$ cat src/pkg/fdpc_pkg.sv
// Constants shared by the switch drive and discharge protection configuration block.
package fdpc_pkg;
   // Register addresses of the two registers held here.
   localparam logic [7:0] FDPC_ADDR_FET_DRIVE = 8'h04;
   localparam logic [7:0] FDPC_ADDR_DIS_CFG = 8'h05;
   localparam logic [7:0] FDPC_RESET_VALUE = 8'h00;
   // Bit positions in the switch drive control register.
   localparam int FDPC_BIT_SLEEP = 7;
   localparam int FDPC_BIT_LDMON = 6;
   localparam int FDPC_BIT_CHG = 1;
   localparam int FDPC_BIT_DIS = 0;
   localparam logic [7:0] FDPC_FET_RW_MASK = 8'hC3;
   // Bit positions in the discharge protection configuration register.
   localparam int FDPC_BIT_OC_DISABLE = 7;
   localparam int FDPC_BIT_THR_HI = 6;
   localparam int FDPC_BIT_THR_LO = 5;
   localparam int FDPC_BIT_SC_DISABLE = 4;
   localparam int FDPC_BIT_SCT_HI = 3;
   localparam int FDPC_BIT_SCT_LO = 2;
   localparam int FDPC_BIT_TMO_HI = 1;
   localparam int FDPC_BIT_TMO_LO = 0;
   // Timeouts in microseconds for codes 00 to 11, undivided.
   localparam longint FDPC_TMO_US_0 = 160000;
   localparam longint FDPC_TMO_US_1 = 320000;
   localparam longint FDPC_TMO_US_2 = 640000;
   localparam longint FDPC_TMO_US_3 = 1280000;
   localparam longint FDPC_TIME_DIV = 64;
   localparam longint FDPC_CLK_MHZ = 100;
   localparam int FDPC_CNT_W = 28;
endpackage : fdpc_pkg

$ cat src/rtl/fdpc_core.sv
// Switch drive control and discharge protection configuration registers with overcurrent timing.
// Summary of operation
// RQ1 - Writing sleep bit one enters sleep, switching off both switches and regulator.
// RQ2 - Entering forced sleep clears charge, discharge and cell balance enables.
// RQ3 - Sleep bit returns to zero by hardware on wake-up.
// RQ4 - Forced sleep leaves the analog output selection unchanged.
// RQ5 - Bit 6 turns the load monitor on or off under software control.
// RQ6 - Bits 5 to 2 of the drive register are reserved, no function.
// RQ7 - Bit 1 drives the charge switch.
// RQ8 - Charge overcurrent clears charge enable unless its auto-off disable is set.
// RQ9 - Bit 0 drives the discharge switch.
// RQ10 - Discharge overcurrent or short clears discharge enable unless matching disable set.
// RQ11 - Config bit 7 set suppresses automatic turn-off on discharge overcurrent.
// RQ12 - Discharge overcurrent always sets its flag and turns on temperature supply.
// RQ13 - Config bits 6:5 select discharge overcurrent threshold 0.10V to 0.16V.
// RQ14 - Config bit 4 set suppresses automatic turn-off on short circuit.
// RQ15 - Short circuit always sets its flag and turns on temperature supply.
// RQ16 - Config bits 3:2 select short circuit threshold 0.20V to 1.20V.
// RQ17 - Config bits 1:0 select timeout 160ms to 1280ms, or 2.5ms to 20ms divided.
// RQ18 - Register contents are retained through sleep.
// RQ19 - Divider bit set divides discharge overcurrent delay by 64.
// RQ20 - Overcurrent flag set by hardware, cleared by read after condition gone.
// RQ21 - Overcurrent declared only after threshold exceeded for whole timeout.
`timescale 1ns/100ps
`default_nettype none
module fdpc_core #(
   parameter longint TMO_US_0 = fdpc_pkg::FDPC_TMO_US_0,
   parameter longint TMO_US_1 = fdpc_pkg::FDPC_TMO_US_1,
   parameter longint TMO_US_2 = fdpc_pkg::FDPC_TMO_US_2,
   parameter longint TMO_US_3 = fdpc_pkg::FDPC_TMO_US_3,
   parameter int BAL_CELLS = 7
) (
   input wire logic ref_clk,
   input wire logic sys_rst,
   input wire logic clk_en,
   input wire logic [7:0] reg_addr,
   input wire logic [7:0] reg_wdata,
   input wire logic reg_wr,
   input wire logic reg_rd,
   output logic [7:0] reg_rdata,
   input wire logic status_rd,
   input wire logic wake_event,
   input wire logic discharge_time_divider,
   input wire logic [3:0] discharge_oc_level,
   input wire logic [3:0] short_level,
   input wire logic charge_oc_event,
   input wire logic charge_oc_auto_off_disable,
   input wire logic [BAL_CELLS-1:0] cell_balance_in,
   output logic [BAL_CELLS-1:0] cell_balance_enables,
   output logic charge_switch_enable,
   output logic discharge_switch_enable,
   output logic load_monitor_enable,
   output logic regulator_enable,
   output logic sleep_active,
   output logic discharge_oc_flag,
   output logic short_circuit_flag,
   output logic temp_sensor_supply_out,
   output logic [1:0] discharge_oc_threshold_sel,
   output logic [1:0] short_threshold_sel
);
   // Cycle counts from microseconds; divided values round down, none below one cycle.
   localparam longint CYC_0 = TMO_US_0 * fdpc_pkg::FDPC_CLK_MHZ;
   localparam longint CYC_1 = TMO_US_1 * fdpc_pkg::FDPC_CLK_MHZ;
   localparam longint CYC_2 = TMO_US_2 * fdpc_pkg::FDPC_CLK_MHZ;
   localparam longint CYC_3 = TMO_US_3 * fdpc_pkg::FDPC_CLK_MHZ;

   initial begin
      if (BAL_CELLS < 1 || BAL_CELLS > 7) begin
         $error("BAL_CELLS must be 1 to 7");
      end
      if (CYC_3 >= (64'h1 << fdpc_pkg::FDPC_CNT_W) || TMO_US_0 < 1) begin
         $error("Timeouts do not fit the counter");
      end
   end

   // Selects the timeout count for a code, divided when requested.
   function automatic logic [fdpc_pkg::FDPC_CNT_W-1:0] tmo_cycles(input logic [1:0] code, input logic div);
      longint c;
      c = 0;
      unique case (code)
         2'h0: c = CYC_0;
         2'h1: c = CYC_1;
         2'h2: c = CYC_2;
         2'h3: c = CYC_3;
      endcase
      if (div) begin
         c = c / fdpc_pkg::FDPC_TIME_DIV; // RQ19
      end
      if (c < 1) begin
         c = 1;
      end
      return c[fdpc_pkg::FDPC_CNT_W-1:0];
   endfunction : tmo_cycles

   logic [7:0] fet_reg;
   logic [7:0] fet_next;
   logic [7:0] cfg_reg;
   logic [7:0] cfg_next;
   logic [BAL_CELLS-1:0] bal_reg;
   logic [BAL_CELLS-1:0] bal_next;
   logic [fdpc_pkg::FDPC_CNT_W-1:0] oc_cnt_reg;
   logic [fdpc_pkg::FDPC_CNT_W-1:0] oc_cnt_next;
   logic doc_reg;
   logic doc_next;
   logic scd_reg;
   logic scd_next;
   logic tsup_reg;
   logic tsup_next;

   // Decode of the register port.
   wire wr_fet = reg_wr && (reg_addr == fdpc_pkg::FDPC_ADDR_FET_DRIVE);
   wire wr_cfg = reg_wr && (reg_addr == fdpc_pkg::FDPC_ADDR_DIS_CFG);
   wire [1:0] oc_thr_code = {cfg_reg[fdpc_pkg::FDPC_BIT_THR_HI], cfg_reg[fdpc_pkg::FDPC_BIT_THR_LO]};
   wire [1:0] sc_thr_code = {cfg_reg[fdpc_pkg::FDPC_BIT_SCT_HI], cfg_reg[fdpc_pkg::FDPC_BIT_SCT_LO]};
   wire [1:0] tmo_code = {cfg_reg[fdpc_pkg::FDPC_BIT_TMO_HI], cfg_reg[fdpc_pkg::FDPC_BIT_TMO_LO]};
   wire [fdpc_pkg::FDPC_CNT_W-1:0] tmo_limit = tmo_cycles(tmo_code, discharge_time_divider); // RQ17

   // The analog comparators deliver one-hot-ish level bits; the code picks the one that applies.
   wire oc_above = discharge_oc_level[oc_thr_code]; // RQ13
   wire sc_now = short_level[sc_thr_code]; // RQ16
   wire oc_event = oc_above && (oc_cnt_reg == tmo_limit - 1'b1); // RQ21
   wire oc_off = oc_event && !cfg_reg[fdpc_pkg::FDPC_BIT_OC_DISABLE]; // RQ11
   wire sc_off = sc_now && !cfg_reg[fdpc_pkg::FDPC_BIT_SC_DISABLE]; // RQ14
   wire chg_off = charge_oc_event && !charge_oc_auto_off_disable; // RQ8
   wire sleep_set = wr_fet && reg_wdata[fdpc_pkg::FDPC_BIT_SLEEP]; // RQ1

   // Next state of the switch drive register; hardware turn-offs win over a write.
   always_comb begin
      fet_next = fet_reg;
      bal_next = cell_balance_in;
      if (wr_fet) begin
         fet_next = reg_wdata & fdpc_pkg::FDPC_FET_RW_MASK; // RQ5 RQ6 RQ7 RQ9
      end
      if (fet_reg[fdpc_pkg::FDPC_BIT_SLEEP] && wake_event) begin
         fet_next[fdpc_pkg::FDPC_BIT_SLEEP] = 1'b0; // RQ3
      end
      if (chg_off) begin
         fet_next[fdpc_pkg::FDPC_BIT_CHG] = 1'b0; // RQ8
      end
      if (oc_off || sc_off) begin
         fet_next[fdpc_pkg::FDPC_BIT_DIS] = 1'b0; // RQ10
      end
      if (sleep_set) begin
         fet_next[fdpc_pkg::FDPC_BIT_CHG] = 1'b0; // RQ2
         fet_next[fdpc_pkg::FDPC_BIT_DIS] = 1'b0; // RQ2
      end
      // Only switch and balance enables are cleared; the analog output selection is held elsewhere, untouched.
      if (sleep_set || fet_reg[fdpc_pkg::FDPC_BIT_SLEEP]) begin
         bal_next = '0; // RQ2 RQ4
      end
   end

   // Configuration takes writes only; sleep does not touch it, so contents are retained.
   assign cfg_next = wr_cfg ? reg_wdata : cfg_reg; // RQ18

   // Overcurrent timer restarts whenever the level falls back below threshold.
   always_comb begin
      oc_cnt_next = '0;
      if (oc_above && !oc_event) begin
         oc_cnt_next = oc_cnt_reg + 1'b1; // RQ21
      end
   end

   // Status flags: set wins over the clearing read, and a read clears a flag only once its cause has gone; temp supply clears on any read without a new event.
   assign doc_next = oc_event || (doc_reg && !(status_rd && !oc_above)); // RQ12 RQ20
   assign scd_next = sc_now || (scd_reg && !(status_rd && !sc_now)); // RQ15
   assign tsup_next = oc_event || sc_now || (tsup_reg && !status_rd); // RQ12 RQ15

   // All state updates except the read data; clock enable low freezes them unless reset is high.
   always_ff @(posedge ref_clk) begin
      if (sys_rst) begin
         fet_reg <= fdpc_pkg::FDPC_RESET_VALUE;
         cfg_reg <= fdpc_pkg::FDPC_RESET_VALUE;
         bal_reg <= '0;
         oc_cnt_reg <= '0;
         doc_reg <= 1'b0;
         scd_reg <= 1'b0;
         tsup_reg <= 1'b0;
      end else if (clk_en) begin
         fet_reg <= fet_next;
         cfg_reg <= cfg_next;
         bal_reg <= bal_next;
         oc_cnt_reg <= oc_cnt_next;
         doc_reg <= doc_next;
         scd_reg <= scd_next;
         tsup_reg <= tsup_next;
      end
   end

   // Read data is registered; unmapped addresses return zero.
   always_ff @(posedge ref_clk) begin
      if (sys_rst) begin
         reg_rdata <= fdpc_pkg::FDPC_RESET_VALUE;
      end else if (clk_en && reg_rd) begin
         reg_rdata <= (reg_addr == fdpc_pkg::FDPC_ADDR_FET_DRIVE) ? fet_reg :
                      (reg_addr == fdpc_pkg::FDPC_ADDR_DIS_CFG) ? cfg_reg : 8'h00;
      end
   end

   // Outputs straight from flip-flops; sleep forces both switches and the regulator off.
   assign sleep_active = fet_reg[fdpc_pkg::FDPC_BIT_SLEEP];
   assign charge_switch_enable = fet_reg[fdpc_pkg::FDPC_BIT_CHG] && !sleep_active; // RQ1 RQ7
   assign discharge_switch_enable = fet_reg[fdpc_pkg::FDPC_BIT_DIS] && !sleep_active; // RQ1 RQ9
   assign regulator_enable = !sleep_active; // RQ1
   assign load_monitor_enable = fet_reg[fdpc_pkg::FDPC_BIT_LDMON]; // RQ5
   assign cell_balance_enables = bal_reg;
   assign discharge_oc_flag = doc_reg;
   assign short_circuit_flag = scd_reg;
   assign temp_sensor_supply_out = tsup_reg;
   assign discharge_oc_threshold_sel = oc_thr_code;
   assign short_threshold_sel = sc_thr_code;
endmodule : fdpc_core
`default_nettype wire

$ cat config.mk
export PLATFORM = sky130hd
export DESIGN_NAME = fdpc_core
export DESIGN_NICKNAME = d
export VERILOG_FILES = /design/src/pkg/fdpc_pkg.sv /design/src/rtl/fdpc_core.sv
export SDC_FILE = /design/constraint.sdc
export NUM_CORES = 1
export LEC_CHECK = 0
export ABC_AREA = 1
export BUFFER_PORTS_ARGS = -buffer_cell sky130_fd_sc_hd__buf_2
export CELL_PAD_IN_SITES_DETAIL_PLACEMENT = 1
export CELL_PAD_IN_SITES_GLOBAL_PLACEMENT = 1
export CORE_MARGIN = 2
export CORE_UTILIZATION = 42
export CTS_CLUSTER_SIZE = 12
export DETAILED_ROUTE_END_ITERATION = 10
export MAX_ROUTING_LAYER = met4
export PLACE_DENSITY = 0.94
export SYNTH_ARGS = -nofsm -noshare
export SYNTH_HDL_FRONTEND = slang
export SYNTH_SLANG_ARGS = --single-unit
export TNS_END_PERCENT = 20
$ cat constraint.sdc
create_clock -name ref_clk -period 7 [get_ports ref_clk]
set_clock_uncertainty 0.15 [all_clocks]
set_input_delay 0.35 -clock ref_clk [delete_from_list [all_inputs] [get_ports ref_clk]]
set_output_delay 0.35 -clock ref_clk [all_outputs]
set_load 0.03 [all_outputs]
==> flow_summary.ini, run 1 <==
[routing]
vias_per_cell = 5.30
dr.pass1.iters = 7
drt-initial-drc-count = 193
wl_mm = 12.5
vias = 4035
wl_per_cell_um = 16.4
drc = 0
drt.antenna.violating_nets = 0

[global_routing]
antenna_found_initial = 0
use_met1_pct = 32.8
grt_use_total_pct = 27.9
grt_pass1_wl_mm = 21.1
grt_overflow = 0
grtUsageMet2_pct = 48.1
use_met3_pct = 3.72
first_global_vias = 4359
grt_max_degree = 31
grt_busiest_layer = met2

[critical_path]
startpoint_type = register
cp-end-kind = register
cp_max_fo = 26
rrSetupSlack_ps = 3710
arrival_ps = 3360
rr_startpoint = cfg_reg[1]
path_class = register to register
reg2reg_depth = 18
rr_endpoint = oc_cnt_reg[24]
worstSetupStartpoint = cfg_reg[1]
required_ps = 7070
worstSetupEndpoint = oc_cnt_reg[24]

[die]
start_util_pct = 42.9
die_h_um = 98.2
core_area_sq_um = 8680
die_width_um = 98.2
pin_count = 68
fp-row-count = 34
fp.dieArea_sq_um = 9640

[clock_tree]
cts.path.max_buffers = 2
hold_buffers = 0
cts_tree = built
post_cts_buffers = 0
cts_inserted_buffers = 9
clock_latency_ps = 350
cts_resized = 0
clk_pin_slew_worst_paths_ps = 60
htreeDepth = 3
cts_sinks = 58
cts-root-buf = clkbuf_8

[run_status]
status = finished, final reports clean

[placement]
dpl_worst_slack_ps = 3790
dp_cells = 746
place.gp.congestion = 1.00
hpwlAfterDp_mm = 9.50
port_buffers = 67
dpl_cell_area_sq_um = 4080

[synth]
synth_cell_types = 32
async_flop_share_pct = 0
synth-seq-area-share_pct = 31.2
synth_edf_count = 0
syn_nets = 643
ys_seq_elements = 58
yosysWarnings = 0
synth_cells = 591
synth_ff_type = dfxtp_1
syn_area_sq_um = 3730
avgSynthCellArea_sq_um = 6.30

[sta]
setup-tns-final_ps = 0
fin_crit_ps = 3290
slew_headroom_pct = 49.8
worst_slack_ps = 3710
grt_setup_unrepaired = false
slew_violations = 0
tightestPinTransition_ps = 752
fmax_ghz = 0.304
setup_violations = 0
fin_crit_sh_pct = 46.9
final_hold_viol_count = 0

[power]
powerDensity_nw_per_um2 = 169
p_leak_nw = 1.97
max-vdd-ir-drop_mv = 0.112
power_w = 0.000721

[finish]
layout.nets = 701
drive_above_1_share_pct = 14.1
area_delta_synth_final_pct = 14.3
diodes = 0
largest_register_ff_count = 28
fin_cells = 762
finish.instance_area_sq_um = 4260

[flow_run]
maxCapViolations = 0

[min_path]
hold_path_class = input pin to register
## power by group
part	leakage, nW	switching, W	total (W)	internal (W)
logic	1.40	0.0000617	0.0000905	0.0000288
clock network	0.0965	0.000133	0.000290	0.000157
registers	0.471	0.00000396	0.000341	0.000337
total	1.97	0.000199	0.000721	0.000522
## cell usage after synthesis (3+ instances only)
master / count / area [sq um]
buf_6: 3 / 33.8
buf_4: 5 / 37.5
nand4_1: 8 / 50.1
o211ai_1: 6 / 45.0
a21oi_1: 21 / 105
nand3_1: 43 / 215
nor2_2: 3 / 18.8
nor2_1: 88 / 330
ha_1: 11 / 138
dfxtp_1: 58 / 1160
buf_2: 3 / 15.0
xor2_1: 23 / 201
a211oi_1: 7 / 52.6
nand2_2: 3 / 18.8
inv_1: 72 / 270
clkbuf_1: 8 / 30.0
xnor2_1: 7 / 61.3
nor3_1: 11 / 55.1
o21ai_0: 28 / 140
nand3b_1: 3 / 22.5
nand2_1: 168 / 631
## metrics by stage
step	utilization, %	hold slack (ps)
floorplan	-	292
global placement	47.0	303
detailed placement	47.0	317
CTS	49.1	94.2
global route	49.1	118
finish	49.1	98.3
## worst max-delay path, cell delays in order (launching register included)
cell and delay (ps):
dfxtp_1 500, inv_1 260, ha_1 290, inv_1 130
ha_1 280, inv_1 100, nand2_1 60, nor2_1 150
nand3_1 90, nand2_1 90, nand2_1 50, nand2_1 50
nand2_1 50, nor2_1 240, nand2_1 120, nand2_1 90
nand2_2 70, nand2_4 260, nor2_1 100
## kinds of logic after synthesis
logic type | Yosys count | share of synthesized area [%]
fa+ha+maj | 11 | 3.69
simple gates | 330 | 36.9
xor+xnor | 30 | 7.05
buf+inv | 93 | 10.6
flops | 58 | 31.2
compound gates | 69 | 10.6
## cell usage in the layout (no fill, tap or decap)
cell,instances
a211oi_1,7
a21oi_1,21
a21oi_2,1
a22oi_1,1
a31oi_1,1
buf_2,67
clkbuf_1,2
clkbuf_8,12
clkinv_2,2
dfxtp_1,58
ha_1,11
inv_1,72
inv_2,1
nand2_1,168
nand2_2,3
nand2_4,1
nand3_1,43
nand3_2,1
nand3b_1,3
nand4_1,8
nor2_1,88
nor2_2,3
nor3_1,11
nor4_2,1
o211ai_1,6
o21ai_0,28
o21ai_1,1
o221ai_1,2
o22ai_1,1
xnor2_1,7
xor2_1,23
## final cells by class
| type | count | area [sq um] |
|---|---|---|
| Clock inverter | 2 | 10.0 |
| Sequential cell | 58 | 1160 |
| Multi-Input combinational cell | 440 | 2170 |
| Inverter | 73 | 274 |
| Fill cell | 1217 | 4420 |
| Timing Repair Buffer | 67 | 335 |
| Clock buffer | 14 | 173 |
| Tap cell | 108 | 135 |
## worst min path at each step
stage	start	endpoint	slack [ps]	cells after the start
after global routing	reg_wdata[6]	fet_reg[6]	120	3
after CTS	cell_balance_in[4]	cell_balance_enables[4]	90	3
after global placement	short_circuit_flag	short_circuit_flag	300	2
final	cell_balance_in[3]	cell_balance_enables[3]	100	3
after floorplan	fet_reg[1]	fet_reg[1]	290	2
after detailed placement	short_circuit_flag	short_circuit_flag	320	2
## metal layers
metal	up-vias	routed length [um]
li1	1976	-
met1	1912	5380
met2	118	6230
met3	29	510
met4	0	360
met5	-	0
Power figures use the tool's default switching activity.
==> run 2, diff against run 1 <==
- CORE_UTILIZATION: 42 -> 39
- PLACE_DENSITY: 0.94 -> 0.88
- clock period: 7 -> 3.1 ns (I/O delays scaled with it)
==> run 2 against run 1 <==
  * Largest cell class unchanged
  * Worst hold slack worse by 77 ps
  * Worst setup slack worse by 3400 ps
  * Count of clock-buffer cells in the layout is 5 lower
  * Sequential share of layout area down 1.7 points
  * Cell count is 5.6% higher
  * Global-route usage down 0.84 points
  * Via count is 2.9% higher
  * Clock power grew to 2.8 times the previous value
  * Sequential power is 130% higher
  * Maximum frequency is 18% higher
  * Power increased to 2.5 times the previous value
  * Register-to-register slack got worse by 3400 ps
==> flow_summary.ini, run 2 (synthesis results as in run 1) <==
[power]
powerDensity_nw_per_um2 = 397
internal_power_w = 0.00130
p_seq_share_pct = 42.7
max-vdd-ir-drop_mv = 0.249
p_sw_w = 0.000503
switching_share_pct = 27.9
p_leak_nw = 2.08
clkPwrFrac_pct = 44.6
comb_power_share_pct = 12.7

[sta]
holdWs_ps = 20.9
tightestPinTransition_ps = 807
fin_crit_ps = 2790
setup_violations = 0
slew_headroom_pct = 46.1
fmax_ghz = 0.358
slew_violations = 0
grt_setup_unrepaired = false
worst_slack_ps = 306
setup-tns-final_ps = 0
fin_crit_sh_pct = 90.1
final_hold_viol_count = 0

[run_status]
status = finished, final reports clean

[routing]
drt-initial-drc-count = 178
drt.antenna.violating_nets = 0
wl_mm = 12.8
dr.pass1.iters = 5
vias_per_cell = 5.16
vias = 4154
drc = 0
wl_per_cell_um = 16.0

[die]
pin_count = 68
die_width_um = 102
fp-row-count = 35
start_util_pct = 40.3
fp.dieArea_sq_um = 10400
core_area_sq_um = 9240
die_h_um = 102

[finish]
largest_register_ff_count = 28
layout_common_cells = nand2_1 (168), nor2_1 (88), inv_1 (70)
diodes = 0
fill_cells = 1257
fin_cells = 805
area_delta_synth_final_pct = 22.0
finish.utilization_pct = 49.2
final_common_cell = nand2_1
seq_area_sq_um = 1160
drive_above_1_share_pct = 15.2
layout.nets = 723
multi_input_area_sq_um = 2180

[clock_tree]
clock_latency_ps = 350
post_cts_buffers = 0
htreeDepth = 3
clk_pin_slew_worst_paths_ps = 70
cts-root-buf = clkbuf_8
cts_tree = built
cts_sinks = 58
cts_inserted_buffers = 9
cts.path.max_buffers = 2

[min_path]
min_path_cells = 3
hold_end = cfg_reg[0]
holdCritStartpoint = reg_wdata[0]
hold_path_class = input pin to register

[critical_path]
slowest_stage = dfxtp_2
crit_top_cell = nand2_1
rr_endpoint = oc_cnt_reg[9]
startpoint_type = register
rr_startpoint = cfg_reg[0]
required_ps = 3180
crit_chain = inv_2 -> ha_1 -> inv_1 -> nand2_1 -> nand3_1 -> nor2_1 -> nand3_1 -> a21oi_1 -> nand2_1 -> nor2_1 -> nand2_1 -> nand2_1 -> nand2_2 -> nand2_8 -> nor2_1
path_class = register to register
arrival_ps = 2880
reg2reg_depth = 15
cp_max_fo = 26
cpPeakStageDelay_ps = 380
cp-end-kind = register
rrSetupSlack_ps = 310

[global_routing]
grt_max_degree = 27
antenna_found_initial = 0
first_global_vias = 4552
grt_overflow = 0
grt_use_total_pct = 27.1
grt_pass1_wl_mm = 21.3

[placement]
dp_cells = 772
hpwlAfterDp_mm = 9.31
dpl_worst_slack_ps = 139
place.gp.congestion = 0.914
port_buffers = 67

[flow_run]
maxCapViolations = 0
==> run 2: worst max-delay path by stage <==
stage / start / end / depth (start not counted)
floorplan: cfg_reg[1] / oc_cnt_reg[10] / 19
global placement: cfg_reg[0] / oc_cnt_reg[10] / 15
detailed placement: cfg_reg[1] / oc_cnt_reg[9] / 17
CTS: cfg_reg[1] / oc_cnt_reg[9] / 17
global route: cfg_reg[1] / oc_cnt_reg[7] / 18
finish: cfg_reg[0] / oc_cnt_reg[9] / 15
==> run 2: worst max-delay path, delay by kind of cell, from the launching register on <==
family	cells	cell delay, ps
adder cells (fa/ha/maj)	1	360
AND/OR/NAND/NOR	11	1400
AO/OA/AOI/OAI	1	210
buffers and inverters	2	180
flip-flops	1	380
==> run 2: layout make-up <==
class | instances | area share, %
clock buffer | 9 | 2.72
clock inverter | 7 | 2.23
inverter | 73 | 6.03
multi-input combinational | 440 | 48.0
sequential | 58 | 25.6
tap | 129 | 3.55
timing repair buffer | 89 | 11.9
==> run 2: through the flow <==
| stage | area, sq um | power, W |
|---|---|---|
| final | 4550 | 0.00180 |
| after global routing | 4550 | 0.00187 |
| after CTS | 4530 | 0.00180 |
| after detailed placement | 4140 | 0.000992 |
| after global placement | 4140 | 0.000985 |
| after floorplan | 3730 | 0.000922 |
==> run 2: timing repair <==
action,4_1_cts,5_1_grt
hold endpoints to repair,18,0
hold buffers,17,0
endpoints found under the setup margin,0,26
resized for setup,0,5
==> run 2: power by group through the flow <==
stage	sequential (W)	combinational, W	clock [W]
after detailed placement	0.000786	0.000206	0
after floorplan	0.000813	0.000109	0
after CTS	0.000769	0.000223	0.000809
after global placement	0.000785	0.000199	0
after global routing	0.000771	0.000253	0.000848
final	0.000770	0.000230	0.000804
==> run 2: per-layer routing <==
metal | global-route usage (%) | vias up | wire length [um]
li1 | - | 2027 | -
met1 | 30.4 | 1958 | 5400
met2 | 47.1 | 128 | 6480
met3 | 4.14 | 41 | 506
met4 | 12.5 | 0 | 449
met5 | - | - | 0
